File: config.mk
export PLATFORM = sky130hd
export DESIGN_NAME = frt_timer
export DESIGN_NICKNAME = d
export VERILOG_FILES = /design/src/design/frt_pkg.sv /design/src/design/frt_timer.sv /design/src/design/frt_tick.sv
export SDC_FILE = /design/constraint.sdc
export NUM_CORES = 1
export LEC_CHECK = 0
export BUFFER_PORTS_ARGS = -buffer_cell sky130_fd_sc_hd__buf_2
export CORE_MARGIN = 4
export CORE_UTILIZATION = 50
export DETAILED_ROUTE_END_ITERATION = 8
export PLACE_DENSITY = 0.69
export SLEW_MARGIN = 15
export SYNTH_ARGS = -nofsm -noshare
export SYNTH_HDL_FRONTEND = slang
export SYNTH_HIERARCHICAL = 1
export SYNTH_SLANG_ARGS = --single-unit
File: constraint.sdc
create_clock -name clock -period 8.42 [get_ports clock]
set_clock_uncertainty 0.2 [all_clocks]
set_input_delay 0 -clock clock [delete_from_list [all_inputs] [get_ports clock]]
set_output_delay 0 -clock clock [all_outputs]
set_load 0.1 [all_outputs]
File: src/design/frt_pkg.sv
// Constants and carrier types for the free running timer
package frt_pkg;

  // ----------------------------------------------------------------
  // Register byte addresses
  // ----------------------------------------------------------------
  localparam logic [7:0] A_CTRL_ONE = 8'h00;
  localparam logic [7:0] A_CTRL_TWO = 8'h04;
  localparam logic [7:0] A_STATUS   = 8'h08;
  localparam logic [7:0] A_CNT_HI   = 8'h0c;
  localparam logic [7:0] A_CNT_LO   = 8'h10;
  localparam logic [7:0] A_ALT_HI   = 8'h14;
  localparam logic [7:0] A_ALT_LO   = 8'h18;
  localparam logic [7:0] A_CAP1_HI  = 8'h1c;
  localparam logic [7:0] A_CAP1_LO  = 8'h20;
  localparam logic [7:0] A_CAP2_HI  = 8'h24;
  localparam logic [7:0] A_CAP2_LO  = 8'h28;
  localparam logic [7:0] A_CMP1_HI  = 8'h2c;
  localparam logic [7:0] A_CMP1_LO  = 8'h30;
  localparam logic [7:0] A_CMP2_HI  = 8'h34;
  localparam logic [7:0] A_CMP2_LO  = 8'h38;
  localparam logic [1:0] A_ALIGN    = 2'h0;

  // ----------------------------------------------------------------
  // Field positions
  // ----------------------------------------------------------------
  localparam int B_CAP_IE    = 7;
  localparam int B_CMP_IE    = 6;
  localparam int B_OVF_IE    = 5;
  localparam int B_CAP1_EDGE = 4;
  localparam int B_CAP2_EDGE = 3;
  localparam int B_DURING    = 2;
  localparam int B_AFTER     = 1;
  localparam int B_PIN_EN    = 7;
  localparam int B_PWM       = 5;
  localparam int B_OPM       = 4;
  localparam int B_CLK_HI    = 3;
  localparam int B_CLK_LO    = 2;
  localparam int B_EXT_EDGE  = 1;
  localparam int S_CAP1      = 7;
  localparam int S_CMP1      = 6;
  localparam int S_OVF       = 5;
  localparam int S_CAP2      = 4;
  localparam int S_CMP2      = 3;
  localparam int F_OVF       = 0;
  localparam int F_CAP1      = 1;
  localparam int F_CAP2      = 2;
  localparam int F_CMP1      = 3;
  localparam int F_CMP2      = 4;

  // ----------------------------------------------------------------
  // Clock select, prescaler and counter values
  // ----------------------------------------------------------------
  localparam logic [1:0]  CS_DIV4   = 2'h0;
  localparam logic [1:0]  CS_DIV2   = 2'h1;
  localparam logic [1:0]  CS_DIV8   = 2'h2;
  localparam logic [1:0]  CS_EXT    = 2'h3;
  localparam logic [2:0]  PRE_DIV2  = 3'h1;
  localparam logic [2:0]  PRE_DIV4  = 3'h3;
  localparam logic [2:0]  PRE_DIV8  = 3'h7;
  localparam logic [2:0]  PRE_STEP  = 3'h1;
  localparam logic [15:0] CNT_RESET = 16'hfffc;
  localparam logic [15:0] CNT_MAX   = 16'hffff;
  localparam logic [15:0] CNT_STEP  = 16'h0001;
  localparam logic [15:0] OPM_LOAD  = 16'hfffc;
  localparam logic [15:0] OPM_CAPT  = 16'hfffd;

  // ----------------------------------------------------------------
  // Types
  // ----------------------------------------------------------------
  typedef struct packed {
    logic capture_one_pin;
    logic capture_two_pin;
    logic external_clock_pin;
  } frt_pins_type;

  typedef struct packed {
    logic [15:0] count;
    logic [7:0]  low_latch;
    logic        latched;
    logic [7:0]  ctrl_one;
    logic [7:0]  ctrl_two;
    logic [4:0]  flags;
    logic [4:0]  armed;
    logic [15:0] cap1;
    logic [15:0] cap2;
    logic [15:0] cmp1;
    logic [15:0] cmp2;
    logic        pin;
    logic        cap1_prev;
    logic        cap2_prev;
    logic [31:0] prdata;
  } frt_state_type;

  typedef struct packed {
    logic [2:0] pre;
    logic       sync_b;
    logic       sync_c;
  } frt_tick_type;

  localparam frt_state_type ST_RESET = '{count: CNT_RESET, default: '0};

endpackage : frt_pkg

File: src/design/frt_timer.sv
// Free running 16-bit timer with one-pulse mode and APB registers
//
// Added by the designer: the register offsets and the APB interface to the registers.
`timescale 1ns/1ps
`default_nettype none

// Notes on behaviour
// - High byte read first latches low byte
// - Latched low byte frozen until low read
// - Lone low read returns live count
// - Wrap from maximum sets overflow flag
// - Overflow request gated by enable and mask
// - Overflow clears: status read, clearing low access
// - Alternate low access never clears overflow
// - Halt stops counter; wait has no effect
// - Clock select both ones picks external pin
// - Edge select bit picks external active edge
// - External pin sampled on falling edge
// - One-pulse bit joins capture one, compare one
// - Pulse start: load counter, pin, flag, capture
// - Capture flag requests when capture enabled
// - Capture flag clears: status, low access
// - Compare one match drives after level
// - Compare value is ticks minus four
// - One-pulse: compare one flag never sets
// - Modulation bit overrides one-pulse mode
// - Capture one restarts counter, two still captures
// - Compare two flags only, no waveform
module frt_timer (
  // Clock and reset
  input  wire logic                clock,
  input  wire logic                reset,
  // APB slave
  input  wire logic                psel,
  input  wire logic                penable,
  input  wire logic                pwrite,
  input  wire logic [7:0]          paddr,
  input  wire logic [31:0]         pwdata,
  output logic      [31:0]         prdata,
  output logic                     pready,
  output logic                     pslverr,
  // Processor state
  input  wire logic                global_irq_mask,
  input  wire logic                halt_mode,
  // Pins
  input  wire frt_pkg::frt_pins_type pins,
  output logic                     compare_one_pin,
  output logic                     irq
);

  // ----------------------------------------------------------------
  // Helpers
  // ----------------------------------------------------------------
  function automatic logic edge_hit(input logic prev,
                                    input logic cur,
                                    input logic rising);
    edge_hit = rising ? (cur & ~prev) : (~cur & prev);
  endfunction : edge_hit

  function automatic logic [31:0] word(input logic [7:0] b);
    word = {24'h000000, b};
  endfunction : word

  function automatic logic [7:0] status_of(input logic [4:0] f);
    status_of                    = 8'h00;
    status_of[frt_pkg::S_CAP1]   = f[frt_pkg::F_CAP1];
    status_of[frt_pkg::S_CMP1]   = f[frt_pkg::F_CMP1];
    status_of[frt_pkg::S_OVF]    = f[frt_pkg::F_OVF];
    status_of[frt_pkg::S_CAP2]   = f[frt_pkg::F_CAP2];
    status_of[frt_pkg::S_CMP2]   = f[frt_pkg::F_CMP2];
  endfunction : status_of

  function automatic logic mapped(input logic [7:0] a);
    mapped = (a <= frt_pkg::A_CMP2_LO) &&
             (a[1:0] == frt_pkg::A_ALIGN);
  endfunction : mapped

  // ----------------------------------------------------------------
  // State
  // ----------------------------------------------------------------
  frt_pkg::frt_state_type s_r;
  frt_pkg::frt_state_type s_nxt;
  logic                   tick;
  logic                   rd;
  logic                   wr;
  logic                   acc;
  logic                   one_pulse_enable;
  logic                   ev1;
  logic                   ev2;
  logic [15:0]            inc;
  logic [4:0]             set;
  logic [4:0]             clr;
  logic                   match1;
  logic                   match2;

  // Reads act at setup so data and side effects see one snapshot
  assign rd  = psel & ~penable & ~pwrite;
  assign wr  = psel & penable & pwrite;
  assign acc = rd | wr;
  assign one_pulse_enable = s_r.ctrl_two[frt_pkg::B_OPM] &
               ~s_r.ctrl_two[frt_pkg::B_PWM];
  assign ev1 = edge_hit(s_r.cap1_prev, pins.capture_one_pin,
                        s_r.ctrl_one[frt_pkg::B_CAP1_EDGE]);
  assign ev2 = edge_hit(s_r.cap2_prev, pins.capture_two_pin,
                        s_r.ctrl_one[frt_pkg::B_CAP2_EDGE]);
  assign inc = s_r.count + frt_pkg::CNT_STEP;
  // Match on the step so the level changes once, not every cycle
  assign match1 = tick & (inc == s_r.cmp1);
  assign match2 = tick & (inc == s_r.cmp2);

  // Halt gates the tick; wait mode is not an input at all
  frt_tick u_tick (
    .clock      (clock),
    .reset      (reset),
    .sel        (s_r.ctrl_two[frt_pkg::B_CLK_HI:frt_pkg::B_CLK_LO]),
    .ext_rising (s_r.ctrl_two[frt_pkg::B_EXT_EDGE]),
    .run        (~halt_mode),
    .ext_pin    (pins.external_clock_pin),
    .tick       (tick)
  );

  // ----------------------------------------------------------------
  // Next state
  // ----------------------------------------------------------------
  always_comb begin
    s_nxt           = s_r;
    set             = 5'h00;
    clr             = 5'h00;
    s_nxt.cap1_prev = pins.capture_one_pin;
    s_nxt.cap2_prev = pins.capture_two_pin;

    // Counting and compare
    if (tick) begin
      s_nxt.count = inc;
      if (s_r.count == frt_pkg::CNT_MAX) begin
        set[frt_pkg::F_OVF] = 1'b1;
      end
    end
    if (match1) begin
      if (one_pulse_enable) begin
        s_nxt.pin = s_r.ctrl_one[frt_pkg::B_AFTER];
      end else begin
        set[frt_pkg::F_CMP1] = 1'b1;
        s_nxt.pin = s_r.ctrl_one[frt_pkg::B_AFTER];
      end
    end
    if (match2) begin
      set[frt_pkg::F_CMP2] = 1'b1;
    end

    // Capture; pulse start overrides a same-cycle step
    if (ev1) begin
      set[frt_pkg::F_CAP1] = 1'b1;
      if (one_pulse_enable) begin
        s_nxt.count = frt_pkg::OPM_LOAD;
        s_nxt.pin   = s_r.ctrl_one[frt_pkg::B_DURING];
        s_nxt.cap1  = frt_pkg::OPM_CAPT;
      end else begin
        s_nxt.cap1 = s_r.count;
      end
    end
    if (ev2) begin
      set[frt_pkg::F_CAP2] = 1'b1;
      s_nxt.cap2           = s_r.count;
    end

    // Register reads
    if (rd) begin
      case (paddr)
        frt_pkg::A_CTRL_ONE: begin
          s_nxt.prdata = word(s_r.ctrl_one);
        end
        frt_pkg::A_CTRL_TWO: begin
          s_nxt.prdata = word(s_r.ctrl_two);
        end
        frt_pkg::A_STATUS: begin
          s_nxt.prdata = word(status_of(s_r.flags));
          s_nxt.armed  = s_r.armed | s_r.flags;
        end
        frt_pkg::A_CNT_HI, frt_pkg::A_ALT_HI: begin
          s_nxt.prdata = word(s_r.count[15:8]);
          if (!s_r.latched) begin
            s_nxt.latched   = 1'b1;
            s_nxt.low_latch = s_r.count[7:0];
          end
        end
        frt_pkg::A_CNT_LO, frt_pkg::A_ALT_LO: begin
          s_nxt.prdata  = word(s_r.latched ? s_r.low_latch
                                           : s_r.count[7:0]);
          s_nxt.latched = 1'b0;
        end
        frt_pkg::A_CAP1_HI: begin
          s_nxt.prdata = word(s_r.cap1[15:8]);
        end
        frt_pkg::A_CAP1_LO: begin
          s_nxt.prdata = word(s_r.cap1[7:0]);
        end
        frt_pkg::A_CAP2_HI: begin
          s_nxt.prdata = word(s_r.cap2[15:8]);
        end
        frt_pkg::A_CAP2_LO: begin
          s_nxt.prdata = word(s_r.cap2[7:0]);
        end
        frt_pkg::A_CMP1_HI: begin
          s_nxt.prdata = word(s_r.cmp1[15:8]);
        end
        frt_pkg::A_CMP1_LO: begin
          s_nxt.prdata = word(s_r.cmp1[7:0]);
        end
        frt_pkg::A_CMP2_HI: begin
          s_nxt.prdata = word(s_r.cmp2[15:8]);
        end
        frt_pkg::A_CMP2_LO: begin
          s_nxt.prdata = word(s_r.cmp2[7:0]);
        end
        default: begin
          s_nxt.prdata = 32'h00000000;
        end
      endcase
    end

    // Register writes
    if (wr) begin
      case (paddr)
        frt_pkg::A_CTRL_ONE: begin
          s_nxt.ctrl_one = pwdata[7:0];
        end
        frt_pkg::A_CTRL_TWO: begin
          s_nxt.ctrl_two = pwdata[7:0];
        end
        frt_pkg::A_CMP1_HI: begin
          s_nxt.cmp1[15:8] = pwdata[7:0];
        end
        frt_pkg::A_CMP1_LO: begin
          s_nxt.cmp1[7:0] = pwdata[7:0];
        end
        frt_pkg::A_CMP2_HI: begin
          s_nxt.cmp2[15:8] = pwdata[7:0];
        end
        frt_pkg::A_CMP2_LO: begin
          s_nxt.cmp2[7:0] = pwdata[7:0];
        end
        default: begin
          s_nxt.prdata = s_r.prdata;
        end
      endcase
    end

    // Flag clearing; alternate view is left out on purpose
    if (acc) begin
      case (paddr)
        frt_pkg::A_CNT_LO:  clr[frt_pkg::F_OVF]  = 1'b1;
        frt_pkg::A_CAP1_LO: clr[frt_pkg::F_CAP1] = 1'b1;
        frt_pkg::A_CAP2_LO: clr[frt_pkg::F_CAP2] = 1'b1;
        frt_pkg::A_CMP1_LO: clr[frt_pkg::F_CMP1] = 1'b1;
        frt_pkg::A_CMP2_LO: clr[frt_pkg::F_CMP2] = 1'b1;
        default:            clr                  = 5'h00;
      endcase
    end
    clr = clr & s_r.armed;
    // A new event in the clearing cycle survives
    s_nxt.flags = set | (s_r.flags & ~clr);
    s_nxt.armed = s_nxt.armed & ~clr & s_nxt.flags;
  end

  always_ff @(posedge clock or posedge reset) begin
    if (reset) begin
      s_r <= frt_pkg::ST_RESET;
    end else begin
      s_r <= s_nxt;
    end
  end

  // ----------------------------------------------------------------
  // Outputs
  // ----------------------------------------------------------------
  assign prdata  = s_r.prdata;
  assign pready  = 1'b1;
  assign pslverr = psel & penable & ~mapped(paddr);
  assign compare_one_pin = s_r.ctrl_two[frt_pkg::B_PIN_EN] & s_r.pin;
  // Flags stay pending while masked
  assign irq = ~global_irq_mask & (
      (s_r.flags[frt_pkg::F_OVF] &
       s_r.ctrl_one[frt_pkg::B_OVF_IE]) |
      ((s_r.flags[frt_pkg::F_CAP1] | s_r.flags[frt_pkg::F_CAP2]) &
       s_r.ctrl_one[frt_pkg::B_CAP_IE]) |
      ((s_r.flags[frt_pkg::F_CMP1] | s_r.flags[frt_pkg::F_CMP2]) &
       s_r.ctrl_one[frt_pkg::B_CMP_IE]));
endmodule : frt_timer

`default_nettype wire

File: src/design/frt_tick.sv
// Timer clock tick source: prescaler or synchronised external edge
`timescale 1ns/1ps
`default_nettype none

module frt_tick (
  // Clock and reset
  input  wire logic       clock,
  input  wire logic       reset,
  // Selection
  input  wire logic [1:0] sel,
  input  wire logic       ext_rising,
  input  wire logic       run,
  // Pin
  input  wire logic       ext_pin,
  // Result
  output logic            tick
);

  // ----------------------------------------------------------------
  // External pin synchroniser
  // ----------------------------------------------------------------
  // First stage on the falling edge, as the counter expects
  logic                  sync_a_r;
  frt_pkg::frt_tick_type t_r;
  frt_pkg::frt_tick_type t_nxt;
  logic                  ext_hit;
  logic                  pre_hit;

  always_ff @(negedge clock or posedge reset) begin
    if (reset) begin
      sync_a_r <= 1'b0;
    end else begin
      sync_a_r <= ext_pin;
    end
  end

  function automatic logic pre_done(input logic [1:0] s,
                                    input logic [2:0] p);
    case (s)
      frt_pkg::CS_DIV2: pre_done = (p[0] == frt_pkg::PRE_DIV2[0]);
      frt_pkg::CS_DIV8: pre_done = (p == frt_pkg::PRE_DIV8);
      default:          pre_done = (p[1:0] == frt_pkg::PRE_DIV4[1:0]);
    endcase
  endfunction : pre_done

  // ----------------------------------------------------------------
  // Tick selection
  // ----------------------------------------------------------------
  always_comb begin
    t_nxt        = t_r;
    t_nxt.sync_b = sync_a_r;
    t_nxt.sync_c = t_r.sync_b;
    if (run) begin
      t_nxt.pre = t_r.pre + frt_pkg::PRE_STEP; // Halt freezes prescaler
    end
  end

  assign ext_hit = ext_rising ? (t_r.sync_b & ~t_r.sync_c)
                              : (~t_r.sync_b & t_r.sync_c);
  assign pre_hit = pre_done(sel, t_r.pre);
  assign tick    = run & ((sel == frt_pkg::CS_EXT) ? ext_hit
                                                   : pre_hit);

  always_ff @(posedge clock or posedge reset) begin
    if (reset) begin
      t_r <= '0;
    end else begin
      t_r <= t_nxt;
    end
  end

endmodule : frt_tick

`default_nettype wire

==> reports/metrics.cfg, run 1 <==
[run_status]
status=finished, final reports clean

[setup_path]
critical_path.max_stage_delay_ps=550
critPathTopFamily=buffers and inverters
cpMostUsedCell=dlygate4sd3_1
path_buf_inv=4
worstPathRequired_ps=4670
critPathKind=input port to async pin
crit_chain=dlygate4sd3_1, buf_2, dlygate4sd3_1, inv_1
crit_slowest_cell=dlygate4sd3_1
start_kind=input port
end_kind=async pin
cp_max_fo=6
arrival_ps=1410

[global_routing]
antenna_found_initial=0
grt_pass1_wl_mm=33.55
grt_pass1_vias=5861
met1_usage_pct=35.03
grtUsageMet3_pct=4.287
grt_usage_pct=26.78
overflow=0
use_met2_pct=44.46
grt.busiest_layer=met2
grt_max_degree=75

[yosys]
async_flop_share_pct=100.0
synth.most_common_cell=dfrtp_1
synth-edff-count=0
ys_top_cells_by_count=dfrtp_1, mux2_2, nand2_1
yosysWarnings=6
synth.avg_cell_area_um2=10.22
yosys_register_bits=132
netlist_area_um2=7396
ys_seq_area_share_pct=44.90
synth_cell_types=70
yosysTopAreaCellShare_pct=39.59
synthTopCellsByArea=dfrtp_1, mux2_2, dfstp_2
synth_largest_area_cell=dfrtp_1
synth_flop_cell=dfrtp_1
netlist_instances=724

[drt]
wirelength_mm=21.59
num_vias=5984
ant_nets=0
via_per_inst=6.259
firstDrtPassIters=7
wire_per_inst_um=22.58
drc=0
first_iter_violations=579

[floorplan]
die_y_um=129.6
ios=86
std_cell_rows=44
dieArea_um2=16800
dieWidth_um=129.6
core_um2=14530
initial_core_util_pct=50.89

[timing]
slew_viol_final=0
tns_ps=0
setup_viol=0
rsz0062_at_grt=false
hold_violations=0
slew_headroom_pct=22.82
holdWs_ps=42.11
worstMarginPinSlew_ps=1155

[power_and_ir_drop]
cellLeakagePower_nw=3.689
power_density_nw_per_um2=245.8
ir_drop_mv=0.1480

[finish]
syn2layout_area_growth_pct=13.87
drive_above_1_share_pct=23.45
nNetsFinal=815
antenna_cells=0

[clocking]
post_cts_buffers=0
cts_buffers=17
clock-root-buffer=clkbuf_16
clk_latency_ps=430
post_cts_resize_count=0
clock_sinks=132
clockBufferDepth=2
cts_tree=done
cts_hold_buf=21
clk_pin_slew_ps=60
cts_max_level=4

[placement]
hpwl_mm=15.05
gp_congestion=0.9230
io_buffers=36

[flow_run]
cap_violations=0

[worst_hold_path]
hold_path_class=input port to register

-- placed cells by master, fill, tap and decap left out, drive strengths merged, types with 5 or more instances in the layout --
master / n
o211ai: 6
nand2: 63
a31oi: 9
conb: 25
nor3: 8
dfrtp: 117
nand3: 30
mux2i: 9
xnor2: 23
a21oi: 25
o21ai: 22
a22oi: 18
bufinv: 5
mux2: 80
inv: 12
nand2b: 9
dfstp: 14
a221oi: 12
clkbuf: 23
a22o: 9
nand3b: 5
nand4: 9
buf: 46
nor2: 58
dlygate4sd3: 21
and4: 6
and3: 11
xor2: 25
ha: 6
a2111oi: 5
-- logic make-up after synthesis --
kind of cell    after synthesis  share of synthesized area [%]
fa+ha+maj                     6                          1.015
flops                       132                          44.90
simple gates                227                          15.38
buf+inv                      86                          6.327
other cells                   2                         0.1015
xor+xnor                     50                          6.293
compound gates              132                          12.59
mux                          89                          13.40
-- report_power, final --
part	switching (mW)	leakage (nW)	internal, mW
logic	0.263	1.70	0.150
clock network	0.277	0.317	0.548
registers	0.113	1.67	0.719
-- state kept, by name (all words and copies together) (netlist names) --
signal	count
s_r	118
prdata	8
u_tick/t_r	4
u_tick/sync_a_r	1
u_tick/t_nxt	1
-- final cells by class --
| cell class | instances | area [µm²] |
|---|---|---|
| fillers | 1244 | 6112 |
| multi-input cells | 529 | 3704 |
| flip-flops and latches | 132 | 3321 |
| clock buffers | 23 | 478.0 |
| repair buffers | 67 | 465.4 |
| well taps | 184 | 230.2 |
| clock inverters | 9 | 176.4 |
| inverters | 12 | 47.55 |
-- layer usage --
metal	wire (µm)	up-vias
li1	-	2620
met1	8867	3052
met2	10640	261
met3	1438	51
met4	646	0
met5	0	-
-- worst paths after layout --
check,depth (start not counted),startpoint,to,slack (ps)
max reg2reg,0,u_tick/sync_a_r,u_tick/t_nxt[0],3590
max,4,reset,u_tick/sync_a_r,3270
max in group clock,0,u_tick/sync_a_r,u_tick/t_nxt[0],3590
min reg2reg,0,u_tick/t_nxt[0],u_tick/t_r[0],220
min,2,pins[2],s_r[33],40
min in group asynchronous,3,reset,s_r[60],60
-- through the flow --
stage | power [mW] | area (µm²) | utilization (%) | cells | setup WS (ps)
2_1_floorplan | 1.155 | 7482 | - | 747 | 3588
3_3_place_gp | 1.226 | 7556 | 51.99 | 903 | 3587
3_5_place_dp | 1.241 | 7556 | 51.99 | 903 | 3576
4_1_cts | 2.075 | 8421 | 57.94 | 956 | 3265
5_1_grt | 2.144 | 8422 | 57.95 | 956 | 3183
6_report | 2.070 | 8422 | 57.95 | 956 | 3267
No activity file was read; power rests on OpenSTA's default activity.
==> run 2, diff against run 1 <==
==> constraint.sdc (replaced) <==
create_clock -name clock -period 5.09 [get_ports clock]
set_clock_uncertainty 0.2 [all_clocks]
set_input_delay 0 -clock clock [delete_from_list [all_inputs] [get_ports clock]]
set_output_delay 0 -clock clock [all_outputs]
set_load 0.1 [all_outputs]
==> reports/metrics.cfg, run 2 (same netlist as run 1, synthesis figures left out) <==
[run_status]
status=finished, final reports clean  ; unchanged

[worst_hold_path]
hp-start=psel  ; was pins[2]
hold_depth=4  ; was 2
worst_hold_path.endpoint=prdata[6]  ; was s_r[33]
hold_path_class=input port to register  ; unchanged

[floorplan]
initial_core_util_pct=50.89  ; unchanged
dieWidth_um=129.6  ; unchanged
ios=86  ; unchanged
die_y_um=129.6  ; unchanged
std_cell_rows=44  ; unchanged
core_um2=14530  ; unchanged
dieArea_um2=16800  ; unchanged

[placement]
pre_cts_ws_ps=1150  ; was 3576 ps
gp_congestion=0.9339  ; was 0.9230
io_buffers=36  ; unchanged
hpwl_mm=15.04  ; was 15.05 mm
dp.cells=904  ; was 903

[timing]
slew_viol_final=0  ; unchanged
worstMarginPinSlew_ps=1140  ; was 1155 ps
period_minus_slack_ps=4027
tns_ps=0  ; unchanged
setup_viol=0  ; unchanged
rsz0062_at_grt=false  ; unchanged
slew_headroom_pct=23.87  ; was 22.82%
hold_violations=0  ; unchanged
setup_ws_ps=1063  ; was 3267 ps
clock.fmax_mhz=248.3
period_share_pct=79.11

[flow_run]
cap_violations=0  ; unchanged

[setup_path]
end_kind=register  ; was async pin
start_kind=register  ; was input port
critical_path.max_stage_delay_ps=590  ; was 550 ps
arrival_ps=4160  ; was 1410 ps
crit_chain=ha_1, nand3_1, nor2_1, o21ai_0, or4_1, or4_1, or4_4, o31ai_2  ; was dlygate4sd3_1, buf_2, dlygate4sd3_1, inv_1
reg2reg_depth=8  ; was 0
cpMostUsedCell=or4_1  ; was dlygate4sd3_1
cp_max_fo=11  ; was 6
critPathKind=register to register  ; was input port to async pin
r2r_start=s_r[134]  ; was u_tick/sync_a_r
crit_slowest_cell=dfrtp_1  ; was dlygate4sd3_1
reg2reg_to=s_r[102]  ; was u_tick/t_nxt[0]
ff2ff_setup_slack_ps=1060  ; was 3590 ps
worstPathRequired_ps=5220  ; was 4670 ps

[clocking]
clockBufferDepth=2  ; unchanged
clk_latency_ps=420  ; was 430 ps
cts_buffers=17  ; unchanged
cts_max_level=4  ; unchanged
cts_tree=done  ; unchanged
clk_pin_slew_ps=60  ; about the same
clock_sinks=132  ; unchanged
clock-root-buffer=clkbuf_16  ; unchanged

[global_routing]
grt_pass1_vias=5894  ; was 5,861
antenna_found_initial=0  ; unchanged
overflow=0  ; unchanged
grt_usage_pct=26.82  ; was 26.78%
grt_max_degree=81  ; was 75
grt_pass1_wl_mm=33.81  ; was 33.55 mm

[drt]
num_vias=6053  ; was 5,984
wire_per_inst_um=22.63  ; was 22.58 µm
first_iter_violations=656  ; was 579
wirelength_mm=21.68  ; was 21.59 mm
drc=0  ; unchanged
ant_nets=0  ; unchanged
via_per_inst=6.318  ; was 6.259
firstDrtPassIters=5  ; was 7

[power_and_ir_drop]
ir_drop_mv=0.3257  ; was 0.1480 mV
cellLeakagePower_nw=3.647  ; was 3.689 nW
power_density_nw_per_um2=384.5  ; was 245.8 nW/µm²

[finish]
fin_cells=958  ; was 956
layout_commonest_cell=dfrtp_1  ; unchanged
nNetsFinal=818  ; was 815
drive_above_1_share_pct=23.51  ; was 23.45%
antenna_cells=0  ; unchanged
largest_register_ffs=118  ; unchanged
fillers=1241  ; was 1,244
final_cell_mix=dfrtp_1, mux2_2, nand2_1  ; unchanged
regMostFlops=s_r  ; unchanged
syn2layout_area_growth_pct=12.87  ; was 13.87%

==> run 2: cell types whose count changed in the layout (fill, tap and decap cells not counted), sizes merged <==
cell,previous run,this run
buf,46,47
clkbuf,23,22
clkinv,3,4
clkinvlp,1,4
bufinv,5,1
dlygate4sd3,21,23
==> run 2: worst max path at each step <==
stage                     slack (ps)     start   endpoint
after global placement          1190  s_r[134]   s_r[102]
after floorplan                 1560     reset  prdata[0]
after CTS                       1120  s_r[134]   s_r[102]
after detailed placement        1150  s_r[134]   s_r[102]
final                           1060  s_r[134]   s_r[102]
after global routing             840  s_r[134]   s_r[103]
==> run 2: critical path: cells and delay by family, from the launching register on <==
family	cells	cell delay, ps
flops	1	590
simple gates	5	2360
fa+ha+maj	1	380
compound gates	2	390
==> run 2: what timing repair did <==
item / CTS / global route
hold endpoints to repair: 134 / 0
setup buffers: 0 / 0
hold buffers: 23 / 0
gates resized for setup: 0 / 0
==> run 2: final cells by class <==
class	instances	area [µm²]	area share [%]
multi-input combinational	529	3702	44.35
tap	184	230.2	2.758
sequential	132	3321	39.78
timing repair buffer	70	493.0	5.905
clock inverter	9	80.08	0.9592
inverter	12	47.55	0.5695
clock buffer	22	474.2	5.680
==> run 2: where the power goes <==
part	internal, mW	total, mW	switching (mW)
clock network	0.703	1.15	0.452
logic	0.251	0.688	0.437
registers	1.19	1.37	0.179
==> run 2: through the flow <==
stage / power (mW) / utilization, % / hold slack (ps) / cell area, µm²
finish: 3.210 / 57.44 / 37.53 / 8348
global route: 3.361 / 57.44 / 48.78 / 8348
CTS: 3.219 / 57.44 / 19.62 / 8348
detailed placement: 2.049 / 52.04 / -247.4 / 7564
global placement: 2.032 / 52.04 / -256.8 / 7564
floorplan: 1.910 / - / -409.1 / 7482
==> run 2: metal layers <==
metal / vias to the layer above / part of all wire [%] / wire (µm) / GRT usage (%)
met4: 0 / 3.2 / 692 / 9.352
met1: 3040 / 43 / 9224 / 36.26
li1: 2642 / - / - / -
met3: 60 / 7.5 / 1634 / 7.049
met5: - / 0 / 0 / 0
met2: 311 / 47 / 10130 / 42.01
